<file path="src/rtl/glc_pkg.sv">
package glc_pkg;
   // ****************************************************************
   // timing
   // ****************************************************************
   localparam int CLK_HZ          = 10_000_000;
   localparam int MS_CYC          = CLK_HZ / 1000;          // cycles per millisecond
   localparam int PULSE_MIN_MS    = 350;
   localparam int PULSE_MAX_MS    = 400;
   localparam int DIR_MIN_MS      = 40;
   localparam int DIR_MAX_MS      = 500;
   localparam int SIMUL_MAX_MS    = 20;
   localparam int DIAG_RAISE_MS   = 500;
   localparam int PROC_MS         = 100;
   localparam int MAX_CHAIN       = 6;
   localparam int MAX_SUBSCR      = 16;
   localparam int MS_W            = 12;                     // ms counter width
   // ****************************************************************
   // diagnostic frame layout (8-bit request words, 16-bit replies, lsb first)
   // ****************************************************************
   localparam int DIAG_BIT_CYC    = 100;                    // cycles per diag bit
   localparam int DIAG_WORD_W     = 8;
   localparam logic [3:0] OP_POLL   = 4'h1;
   localparam logic [3:0] OP_SERIAL = 4'h2;
   localparam logic [3:0] OP_TEACH  = 4'h3;
   localparam logic [3:0] OP_LOCK   = 4'h4;
   localparam logic [3:0] OP_UNLOCK = 4'h5;
   localparam logic [15:0] SERIAL_DEF = 16'h1234;           // arbitrary value
   localparam logic [7:0]  TEACH_DEF  = 8'h08;
   // ****************************************************************
   // modes
   // ****************************************************************
   typedef enum logic [1:0] {GLC_PULSE, GLC_DIRECT, GLC_TOGGLE} glc_scheme_t;
endpackage

</file>
<file path="src/rtl/glc_if.sv">
`timescale 1ns/100ps
// ****************************************************************
// link between switch and safety control system
// ****************************************************************
interface glc_if;
   logic chain_input_a;
   logic chain_input_b;
   logic lock_request_a;
   logic lock_request_b;
   logic diag_input;
   logic safety_output_1;
   logic safety_output_2;
   logic signal_diag_output;
   modport dev (input chain_input_a, chain_input_b, lock_request_a, lock_request_b,
                diag_input, output safety_output_1, safety_output_2, signal_diag_output);
   modport ctl (output chain_input_a, chain_input_b, lock_request_a, lock_request_b,
                diag_input, input safety_output_1, safety_output_2, signal_diag_output);
endinterface

</file>
<file path="src/rtl/glc_switch.sv">
`timescale 1ns/100ps
// Functional notes
// - outputs high only actuator, locked, both chains
// - one chain falls alone: unequal, flash
// - same input returns: feasibility error, lock
// - both low first releases partial lock
// - fieldbus attached activates diagnostic input reading
// - no fieldbus: diagnostic input held high
// - chained output feeds next diagnostic input
// - signal output shows actuator or diag data
// - requests both low: pin keeps position
// - controller raises requests within 500 ms
// - 350-400 ms double pulse toggles locking
// - chain pulse n times 350 ms
// - directional: a leads b 40-500 ms locks
// - directional: b leads a 40-500 ms unlocks
// - non-directional: edges under 20 ms toggle
// - up to 16 chained diagnostic subscribers
// - diagnostics start only when the diagnostic input first goes low
// - answer poll, parameter read, lock actions
// - restart in mode without diagnostics
// - request processed within 100 ms
module glc_switch (
   input  wire logic               CLK,
   input  wire logic               RESETN,
   glc_if.dev                      LINK,
   input  wire glc_pkg::glc_scheme_t SCHEME,
   input  wire logic [2:0]         CHAIN_LEN,
   input  wire logic [3:0]         MY_ADDR,
   input  wire logic               ACTUATOR_PRESENT,
   input  wire logic               PIN_LOCKED,
   output logic                    LOCK_CMD,
   output logic                    UNEQUAL,
   output logic                    FEAS_ERR,
   output logic                    INPUT_FLASH,
   output logic                    DIAG_ACTIVE
);
   import glc_pkg::*;

   // ****************************************************************
   // millisecond timebase
   // ****************************************************************
   logic [13:0]     pre_r;
   logic            ms_tick;
   assign ms_tick = (pre_r == 14'(MS_CYC - 1));
   always_ff @(posedge CLK or negedge RESETN) begin
      if (!RESETN) pre_r <= '0;
      else         pre_r <= ms_tick ? '0 : pre_r + 14'h1;
   end

   // ****************************************************************
   // chained safety inputs and feasibility
   // ****************************************************************
   logic            ca_r, cb_r, ca_d_r, cb_d_r;
   logic            unequal_r, feas_r, fall_a_r;
   wire  fall_a   = ca_d_r & ~ca_r & cb_r;
   wire  fall_b   = cb_d_r & ~cb_r & ca_r;
   wire  rise_a   = ~ca_d_r & ca_r & cb_r;
   wire  rise_b   = ~cb_d_r & cb_r & ca_r;
   wire  both_low = ~ca_r & ~cb_r;
   always_ff @(posedge CLK or negedge RESETN) begin
      if (!RESETN) begin
         ca_r <= 1'b0; cb_r <= 1'b0; ca_d_r <= 1'b0; cb_d_r <= 1'b0;
      end else begin
         ca_r <= LINK.chain_input_a; cb_r <= LINK.chain_input_b;
         ca_d_r <= ca_r; cb_d_r <= cb_r;
      end
   end
   // discrepancy tracking; both low clears unequal_r and feas_r
   always_ff @(posedge CLK or negedge RESETN) begin
      if (!RESETN) begin
         unequal_r <= 1'b0; feas_r <= 1'b0; fall_a_r <= 1'b0;
      end else if (both_low) begin
         unequal_r <= 1'b0; feas_r <= 1'b0;
      end else if (fall_a | fall_b) begin
         unequal_r <= 1'b1;
         fall_a_r  <= fall_a;
      end else if (unequal_r & ((rise_a & fall_a_r) | (rise_b & ~fall_a_r))) begin
         feas_r    <= 1'b1;
      end
   end
   assign UNEQUAL     = unequal_r;
   assign FEAS_ERR    = feas_r;
   assign INPUT_FLASH = unequal_r | feas_r;

   // ****************************************************************
   // safety outputs
   // ****************************************************************
   logic so_r;
   always_ff @(posedge CLK or negedge RESETN) begin
      if (!RESETN) so_r <= 1'b0;
      else so_r <= ACTUATOR_PRESENT & PIN_LOCKED & ca_r & cb_r & ~feas_r & ~unequal_r;
   end
   assign LINK.safety_output_1 = so_r;
   assign LINK.safety_output_2 = so_r;

   // ****************************************************************
   // request decoding
   // ****************************************************************
   logic            ra_r, rb_r, ra_d_r, rb_d_r;
   logic [MS_W-1:0] wa_r, wb_r;             // ms since edge / high time
   logic            lock_r, arm_a_r, arm_b_r, hi_r, pend_r;
   wire  rise_ra = ra_r & ~ra_d_r;
   wire  rise_rb = rb_r & ~rb_d_r;
   wire  [MS_W-1:0] pmin = MS_W'(PULSE_MIN_MS) * MS_W'(CHAIN_LEN == 3'h0 ? 3'h1 : CHAIN_LEN);
   wire  [MS_W-1:0] pmax = MS_W'(PULSE_MAX_MS) * MS_W'(CHAIN_LEN == 3'h0 ? 3'h1 : CHAIN_LEN);
   wire  pulse_ok = hi_r & ~(ra_r & rb_r) & (wa_r >= pmin) & (wa_r <= pmax);
   wire  dir_lock = rise_rb & arm_a_r & (wa_r >= MS_W'(DIR_MIN_MS)) & (wa_r <= MS_W'(DIR_MAX_MS));
   wire  dir_unl  = rise_ra & arm_b_r & (wb_r >= MS_W'(DIR_MIN_MS)) & (wb_r <= MS_W'(DIR_MAX_MS));
   wire  tog_ab   = (rise_ra & rise_rb) | (rise_rb & arm_a_r & (wa_r < MS_W'(SIMUL_MAX_MS)))
                  | (rise_ra & arm_b_r & (wb_r < MS_W'(SIMUL_MAX_MS)));
   logic            diag_lock_req, diag_unl_req;
   logic            lock_nxt;
   always_comb begin
      lock_nxt = lock_r;
      case (SCHEME)
         GLC_PULSE:  if (pulse_ok) lock_nxt = ~lock_r;
         GLC_DIRECT: begin
            if (dir_lock)     lock_nxt = 1'b1;
            else if (dir_unl) lock_nxt = 1'b0;
         end
         GLC_TOGGLE: if (tog_ab) lock_nxt = ~lock_r;
         default:    lock_nxt = lock_r;
      endcase
      if (ra_r & rb_r & diag_lock_req) lock_nxt = 1'b1;
      if (ra_r & rb_r & diag_unl_req)  lock_nxt = 1'b0;
   end
   // sampling, edge timers and lock state; both low holds pin
   always_ff @(posedge CLK or negedge RESETN) begin
      if (!RESETN) begin
         ra_r <= 1'b0; rb_r <= 1'b0; ra_d_r <= 1'b0; rb_d_r <= 1'b0;
         wa_r <= '0; wb_r <= '0; lock_r <= 1'b0;
         arm_a_r <= 1'b0; arm_b_r <= 1'b0; hi_r <= 1'b0;
      end else begin
         ra_r <= LINK.lock_request_a; rb_r <= LINK.lock_request_b;
         ra_d_r <= ra_r; rb_d_r <= rb_r;
         lock_r <= lock_nxt;
         hi_r   <= ra_r & rb_r;
         if (rise_ra | (rise_rb & (SCHEME == GLC_PULSE) & ~arm_a_r)) wa_r <= '0;
         else if (ms_tick && wa_r != '1) wa_r <= wa_r + MS_W'(1);
         if (rise_rb) wb_r <= '0;
         else if (ms_tick && wb_r != '1) wb_r <= wb_r + MS_W'(1);
         arm_a_r <= rise_ra ? 1'b1 : (rise_rb | (~ra_r & ~rb_r)) ? 1'b0 : arm_a_r;
         arm_b_r <= rise_rb & ~rise_ra & ~arm_a_r ? 1'b1
                  : (rise_ra | (~ra_r & ~rb_r)) ? 1'b0 : arm_b_r;
      end
   end
   assign LOCK_CMD = lock_r;

   // ****************************************************************
   // diagnostics serial engine: byte = {addr[3:0], op[3:0]}
   // ****************************************************************
   typedef enum logic [1:0] {GLC_IDLE, GLC_RX, GLC_TX} glc_dstate_t;
   glc_dstate_t     st_r;
   logic            dact_r, di_r;
   logic [6:0]      bc_r;
   logic [4:0]      bi_r;
   logic [15:0]     sh_r;
   wire  bit_t = (bc_r == 7'(DIAG_BIT_CYC - 1));
   // last data bit is still on di_r; start bit sits at sh_r[8]
   wire  mine  = ({di_r, sh_r[15:13]} == MY_ADDR);
   wire  [3:0] op = sh_r[12:9];
   assign diag_lock_req = dact_r & (st_r == GLC_RX) & bit_t & (bi_r == 5'h8) & mine
                        & (op == OP_LOCK);
   assign diag_unl_req  = dact_r & (st_r == GLC_RX) & bit_t & (bi_r == 5'h8) & mine
                        & (op == OP_UNLOCK);
   always_ff @(posedge CLK or negedge RESETN) begin
      if (!RESETN) begin
         st_r <= GLC_IDLE; dact_r <= 1'b0; di_r <= 1'b1;
         bc_r <= '0; bi_r <= '0; sh_r <= '0;
      end else begin
         di_r <= LINK.diag_input;
         bc_r <= (st_r == GLC_IDLE || bit_t) ? '0 : bc_r + 7'h1;
         case (st_r)
            GLC_IDLE: if (!di_r) begin
               dact_r <= 1'b1; st_r <= GLC_RX; bi_r <= '0;
            end
            GLC_RX: if (bit_t) begin
               sh_r <= {di_r, sh_r[15:1]};
               bi_r <= bi_r + 5'h1;
               if (bi_r == 5'h8) begin
                  st_r <= GLC_TX; bi_r <= '0;
                  case (op)
                     OP_POLL:   sh_r <= {12'h0, 2'b00, lock_r, so_r};
                     OP_SERIAL: sh_r <= SERIAL_DEF;
                     OP_TEACH:  sh_r <= {8'h00, TEACH_DEF};
                     default:   sh_r <= {15'h0, lock_r};
                  endcase
               end
            end
            GLC_TX: if (bit_t) begin
               sh_r <= {1'b1, sh_r[15:1]};
               bi_r <= bi_r + 5'h1;
               if (bi_r == 5'hF) st_r <= GLC_IDLE;
            end
            default: st_r <= GLC_IDLE;
         endcase
      end
   end
   assign DIAG_ACTIVE = dact_r;
   // actuator status, or frame data while sending
   assign LINK.signal_diag_output = (st_r == GLC_TX) ? sh_r[0] : ACTUATOR_PRESENT;
endmodule // glc_switch

</file>
<file path="src/flat_wrapper.sv">
// flat-port wrapper written by rule: the top's interface ports become plain ports
module glc_switch_flat import glc_pkg::*;
  (CLK, RESETN, SCHEME, CHAIN_LEN, MY_ADDR, ACTUATOR_PRESENT, PIN_LOCKED, LOCK_CMD, UNEQUAL, FEAS_ERR, INPUT_FLASH, DIAG_ACTIVE, LINK_chain_input_a, LINK_chain_input_b, LINK_lock_request_a, LINK_lock_request_b, LINK_diag_input, LINK_safety_output_1, LINK_safety_output_2, LINK_signal_diag_output);
  glc_if LINK_i ();
  input  wire logic CLK;
  input  wire logic RESETN;
  input  wire glc_pkg::glc_scheme_t SCHEME;
  input  wire logic [2:0] CHAIN_LEN;
  input  wire logic [3:0] MY_ADDR;
  input  wire logic ACTUATOR_PRESENT;
  input  wire logic PIN_LOCKED;
  output logic LOCK_CMD;
  output logic UNEQUAL;
  output logic FEAS_ERR;
  output logic INPUT_FLASH;
  output logic DIAG_ACTIVE;
  input wire logic [$bits(LINK_i.chain_input_a)-1:0] LINK_chain_input_a;
  input wire logic [$bits(LINK_i.chain_input_b)-1:0] LINK_chain_input_b;
  input wire logic [$bits(LINK_i.lock_request_a)-1:0] LINK_lock_request_a;
  input wire logic [$bits(LINK_i.lock_request_b)-1:0] LINK_lock_request_b;
  input wire logic [$bits(LINK_i.diag_input)-1:0] LINK_diag_input;
  output wire logic [$bits(LINK_i.safety_output_1)-1:0] LINK_safety_output_1;
  output wire logic [$bits(LINK_i.safety_output_2)-1:0] LINK_safety_output_2;
  output wire logic [$bits(LINK_i.signal_diag_output)-1:0] LINK_signal_diag_output;
  assign LINK_i.chain_input_a = LINK_chain_input_a;
  assign LINK_i.chain_input_b = LINK_chain_input_b;
  assign LINK_i.lock_request_a = LINK_lock_request_a;
  assign LINK_i.lock_request_b = LINK_lock_request_b;
  assign LINK_i.diag_input = LINK_diag_input;
  assign LINK_safety_output_1 = LINK_i.safety_output_1;
  assign LINK_safety_output_2 = LINK_i.safety_output_2;
  assign LINK_signal_diag_output = LINK_i.signal_diag_output;
  glc_switch u_core (.CLK(CLK), .RESETN(RESETN), .LINK(LINK_i), .SCHEME(SCHEME), .CHAIN_LEN(CHAIN_LEN), .MY_ADDR(MY_ADDR), .ACTUATOR_PRESENT(ACTUATOR_PRESENT), .PIN_LOCKED(PIN_LOCKED), .LOCK_CMD(LOCK_CMD), .UNEQUAL(UNEQUAL), .FEAS_ERR(FEAS_ERR), .INPUT_FLASH(INPUT_FLASH), .DIAG_ACTIVE(DIAG_ACTIVE));
endmodule
</file>
<file path="config.mk">
export PLATFORM = sky130hd
export DESIGN_NAME = glc_switch_flat
export DESIGN_NICKNAME = d
export VERILOG_FILES = /design/src/rtl/glc_pkg.sv /design/src/rtl/glc_if.sv /design/src/rtl/glc_switch.sv /design/src/flat_wrapper.sv
export SDC_FILE = /design/constraint.sdc
export NUM_CORES = 1
export LEC_CHECK = 0
export BUFFER_PORTS_ARGS = -buffer_cell sky130_fd_sc_hd__buf_4
export CAP_MARGIN = 20
export CORE_UTILIZATION = 26
export CTS_CLUSTER_SIZE = 12
export DETAILED_ROUTE_END_ITERATION = 8
export SLEW_MARGIN = 40
export SYNTH_ARGS = -nofsm -noshare
export SYNTH_HDL_FRONTEND = slang
export SYNTH_SLANG_ARGS = --single-unit
</file>
<file path="constraint.sdc">
create_clock -name CLK -period 2.84 [get_ports CLK]
set_input_delay 0.142 -clock CLK [delete_from_list [all_inputs] [get_ports CLK]]
set_output_delay 0.142 -clock CLK [all_outputs]
set_load 0.03 [all_outputs]
</file>
==> qor.csv <==
stage,metric,value,unit
sta,"Hold Vio Cnt, Final",0,
die,Starting Density,26.47,%
cts,clock slew at reported path FFs,0.06,ns
final_layout,"Design Area, Final",6112,um^2
setup_path,worst r2r src,u_core.wa_r[1],
pwr,Overall Power,3.677,mW
drt,Total Wirelength,10250,um
sta,Worst Skew,0.005022,ns
final_layout,Layout area overhead,23.42,%
drt,Detailed Routing Iterations Pass 1,4,
run,# Max-Cap Violations,0,
setup_path,cell family with most CP delay,compound AO/OA/AOI/OAI gates,
hold_path,WHS Endpoint,u_core.LINK.safety_output_1,
sta,final setup TNS,-0.2591,ns
final_layout,"non-filler cells, final",831,
synthesis,Synth warnings,0,
setup_path,CP peak stage delay,0.34,ns
hold_path,Min-Delay Path Class,in -> reg,
global_routing,grt met2 use,19.05,%
placement,HPWL after DPL,7439,um
global_routing,met3 global-route usage,2.530,%
synthesis,Gate Count Post-Synth,527,
synthesis,leading area contributor after synthesis,dfrtp_1,
placement,post-place instance area,5652,um^2
setup_path,"Slowest-stage cell, CP",a221o_1,
global_routing,number of global-route vias before repair,3845,
setup_path,Reg2Reg Capture Point,u_core.LOCK_CMD,
global_routing,most used routing layer,met2,
global_routing,Total Routing Usage GR,11.08,%
global_routing,met1 usage,13.99,%
status,status,"complete, but fails checks",
die,I/O Pins,26,
drt,Wirelength per Cell,12.34,um
global_routing,largest net degree at the start of global routing,55,
setup_path,critical path startpoint category,input pin,
setup_path,"reg-to-reg slack, setup",0.24,ns
setup_path,Buf/Inv on CP,5,
setup_path,CP Capture Type,flop,
global_routing,antenna violations before repair,0,
synthesis,"top cells by area, synth","dfrtp_1 43%, ha_1 10%, o21ai_0 4.4%",
synthesis,Synth cell types,56,
setup_path,R2R depth,10,
final_layout,share of cells above drive strength 1,17.92,%
pwr,Pleak,2.777,nW
synthesis,Synth async-reset ratio,100.0,%
drt,Via density,4.635,
synthesis,mean area per synthesized cell,9.397,um^2
cts,CTS Root Cell,clkbuf_16,
drt,drt initial violations,170,
sta,Max Freq,322.7,MHz
die,Total Die Area,19600,um^2
die,Die Wd,140.0,um
setup_path,CP max FO,4,
synthesis,Post-synth EDFFs,0,
die,CORE AREA,18710,um^2
placement,IO buf count,25,
final_layout,Reg area,2153,um^2
cts,H-tree levels,3,
synthesis,Synth Register Bits,86,
final_layout,multi-input gate area in the final layout,2729,um^2
hold_path,Hold Crit Start,PIN_LOCKED,
sta,Final WS setup,-0.2591,ns
placement,dpl cells,807,
final_layout,nets,653,
drt,ANT nets after route,0,
sta,max_slew headroom,54.35,%
setup_path,Setup CP Type,in -> reg,
placement,routability cong.,0.7769,
die,Die Height,140.0,um
cts,Sink Count,86,
pwr,pwr/cell area,601.6,nW/um^2
final_layout,Final Core Density,32.68,%
global_routing,global-route wire length before repair,17890,um
global_routing,GRT overflow,0,
sta,Final Setup Violations,1,
placement,"worst slack, placed",-0.7739,ns
final_layout,diode count,0,
synthesis,Synth Flop Type,dfrtp_1,
final_layout,fill count,1913,
pwr,Peak VDD IR,0.4759,mV
setup_path,CP Data Required Time,3.07,ns
cts,CTS Buf Count,9,
setup_path,CP Data Arrival Time,3.32,ns
die,Rows,50,
sta,fin. max-slew vios,0,
sta,hold_ws,0.1174,ns
synthesis,post-synth top area share,42.95,%
sta,Worst-Margin Slew,0.6847,ns
drt,vias,3852,
hold_path,hold path depth,3,
setup_path,worst-path cell chain,buf_8 -> inv_4 -> a21oi_4 -> inv_2 -> ha_4 -> ha_4 -> inv_2 -> fa_2 -> nor2b_1 -> o21ai_1 -> nand2b_1 -> xnor2_2 -> ha_1 -> buf_6 -> a221oi_2 -> o21ai_1 -> a221o_1 -> a41o_1 -> a21o_1 -> a31o_2,
sta,RSZ-0062 raised after global routing,true,
status,failing checks,setup timing,
synthesis,sequential-to-total area share from yosys stat,43.48,%
sta,fin crit period,3.099,ns
synthesis,post-synthesis cell area,4952,um^2
cts,Bufs on Longest Clock Path,2,
cts,later-pin clock latency in the skew report,0.33,ns
sta,fin crit share,109.1,%
drt,Remaining DRCs,0,
synthesis,Synth Net Count,587,
cts,CTS tree,done,
==> placed cells by master (no fill, tap or decap), types with 2 or more instances in the layout <==
master / n
ha_1: 38
inv_4: 2
dlygate4sd3_1: 6
clkinv_2: 2
clkbuf_16: 9
o21ai_0: 40
buf_8: 2
nor3_1: 7
nand2_1: 56
o2111ai_1: 3
inv_2: 2
nand2b_1: 4
or3_1: 9
o21bai_1: 2
nor2_1: 53
a211oi_1: 3
a21o_1: 7
xnor2_1: 16
o21a_1: 2
mux2_2: 4
ha_4: 3
a21oi_1: 29
a31o_2: 3
and3_1: 7
o22ai_1: 3
nand4_1: 12
xor2_1: 23
nand3_1: 18
and4_1: 3
inv_1: 26
nand4b_1: 3
and2_1: 4
o21ai_1: 4
nor2b_1: 7
nor4_1: 3
buf_4: 57
or2_2: 4
dfrtp_1: 85
==> worst reg2reg max path: stages (launching register included) <==
cell,delay [ns]
dfrtp_1,0.39
inv_1,0.09
ha_1,0.28
and3b_1,0.15
a2111oi_0,0.44
buf_4,0.19
o21ai_1,0.06
a221o_1,0.34
a41o_1,0.20
a21o_1,0.15
a31o_2,0.18
==> repair_timing <==
action / in CTS / in global routing
gates resized for setup: 15 / 6
endpoints found under the setup margin: 1 / 1
pin swaps: 11 / 13
hold buffers: 6 / 0
endpoints found under the hold margin: 56 / 0
buffers inserted: 2 / 1
==> how the worst max path moves through the flow <==
stage	from	to	cells past startpoint
after floorplan	CHAIN_LEN[1]	u_core.LOCK_CMD	19
after CTS	CHAIN_LEN[2]	u_core.LOCK_CMD	20
after global placement	CHAIN_LEN[1]	u_core.LOCK_CMD	20
final	CHAIN_LEN[1]	u_core.LOCK_CMD	20
after detailed placement	CHAIN_LEN[1]	u_core.LOCK_CMD	20
after global routing	CHAIN_LEN[1]	u_core.LOCK_CMD	20
==> layout make-up <==
type	instances	share of cell area, %
clock buffer	11	3.971
clock inverter	4	0.7779
inverter	30	1.924
multi-input combinational	400	44.65
sequential	86	35.23
tap	234	4.790
timing repair buffer	66	8.659
==> routing by layer <==
metal / routed length, um / vias to the layer above
met5: 0 / -
met4: 98 / 0
met3: 291 / 10
met2: 4899 / 34
met1: 4962 / 1827
li1: - / 1981
==> registers in the layout (all words and copies together), names as in the netlist, 2 cells and up <==
register,cells
u_core.bc_r,7
u_core.bi_r,5
u_core.pre_r,14
u_core.sh_r,16
u_core.st_r,2
u_core.wa_r,12
u_core.wb_r,12
==> power by group <==
group          switching (mW)  total (mW)  leakage (nW)  internal, mW
registers               0.130        1.51          1.13          1.38
logic                   0.563       0.999          1.51         0.436
clock network           0.466        1.16         0.141         0.698
==> kinds of logic (layout without fill, tap and decap cells) <==
| group | count (synthesis) | in the layout | share of synthesized area, % |
|---|---|---|---|
| AND/OR/NAND/NOR | 200 | 200 | 20.19 |
| AO/OA/AOI/OAI | 112 | 112 | 14.02 |
| flip-flops | 86 | 86 | 43.48 |
| adder cells (fa/ha/maj) | 42 | 42 | 10.76 |
| XOR/XNOR | 41 | 41 | 7.251 |
| buffers and inverters | 41 | 111 | 3.184 |
| multiplexers | 5 | 5 | 1.112 |
==> cells in the mapped netlist, types with 2 or more instances <==
| cell | n |
|---|---|
| nor2b_1 | 8 |
| dfrtp_1 | 85 |
| o21a_1 | 2 |
| nor4_1 | 3 |
| nand2b_1 | 5 |
| nand4b_1 | 3 |
| and4_1 | 3 |
| nand2_1 | 56 |
| a21o_1 | 7 |
| nand3_1 | 18 |
| nor3_1 | 7 |
| and3_1 | 8 |
| inv_1 | 30 |
| nor2_1 | 53 |
| o2111ai_1 | 3 |
| a211oi_1 | 3 |
| ha_1 | 41 |
| o21bai_1 | 2 |
| o21ai_0 | 44 |
| nand4_1 | 12 |
| mux2_2 | 4 |
| and2_1 | 4 |
| or3_1 | 9 |
| xor2_1 | 24 |
| xnor2_1 | 17 |
| clkbuf_1 | 10 |
| or2_2 | 4 |
| a21oi_1 | 30 |
| o22ai_1 | 3 |
| a31o_2 | 3 |
Note: power is estimated with default switching activity, not from simulation.
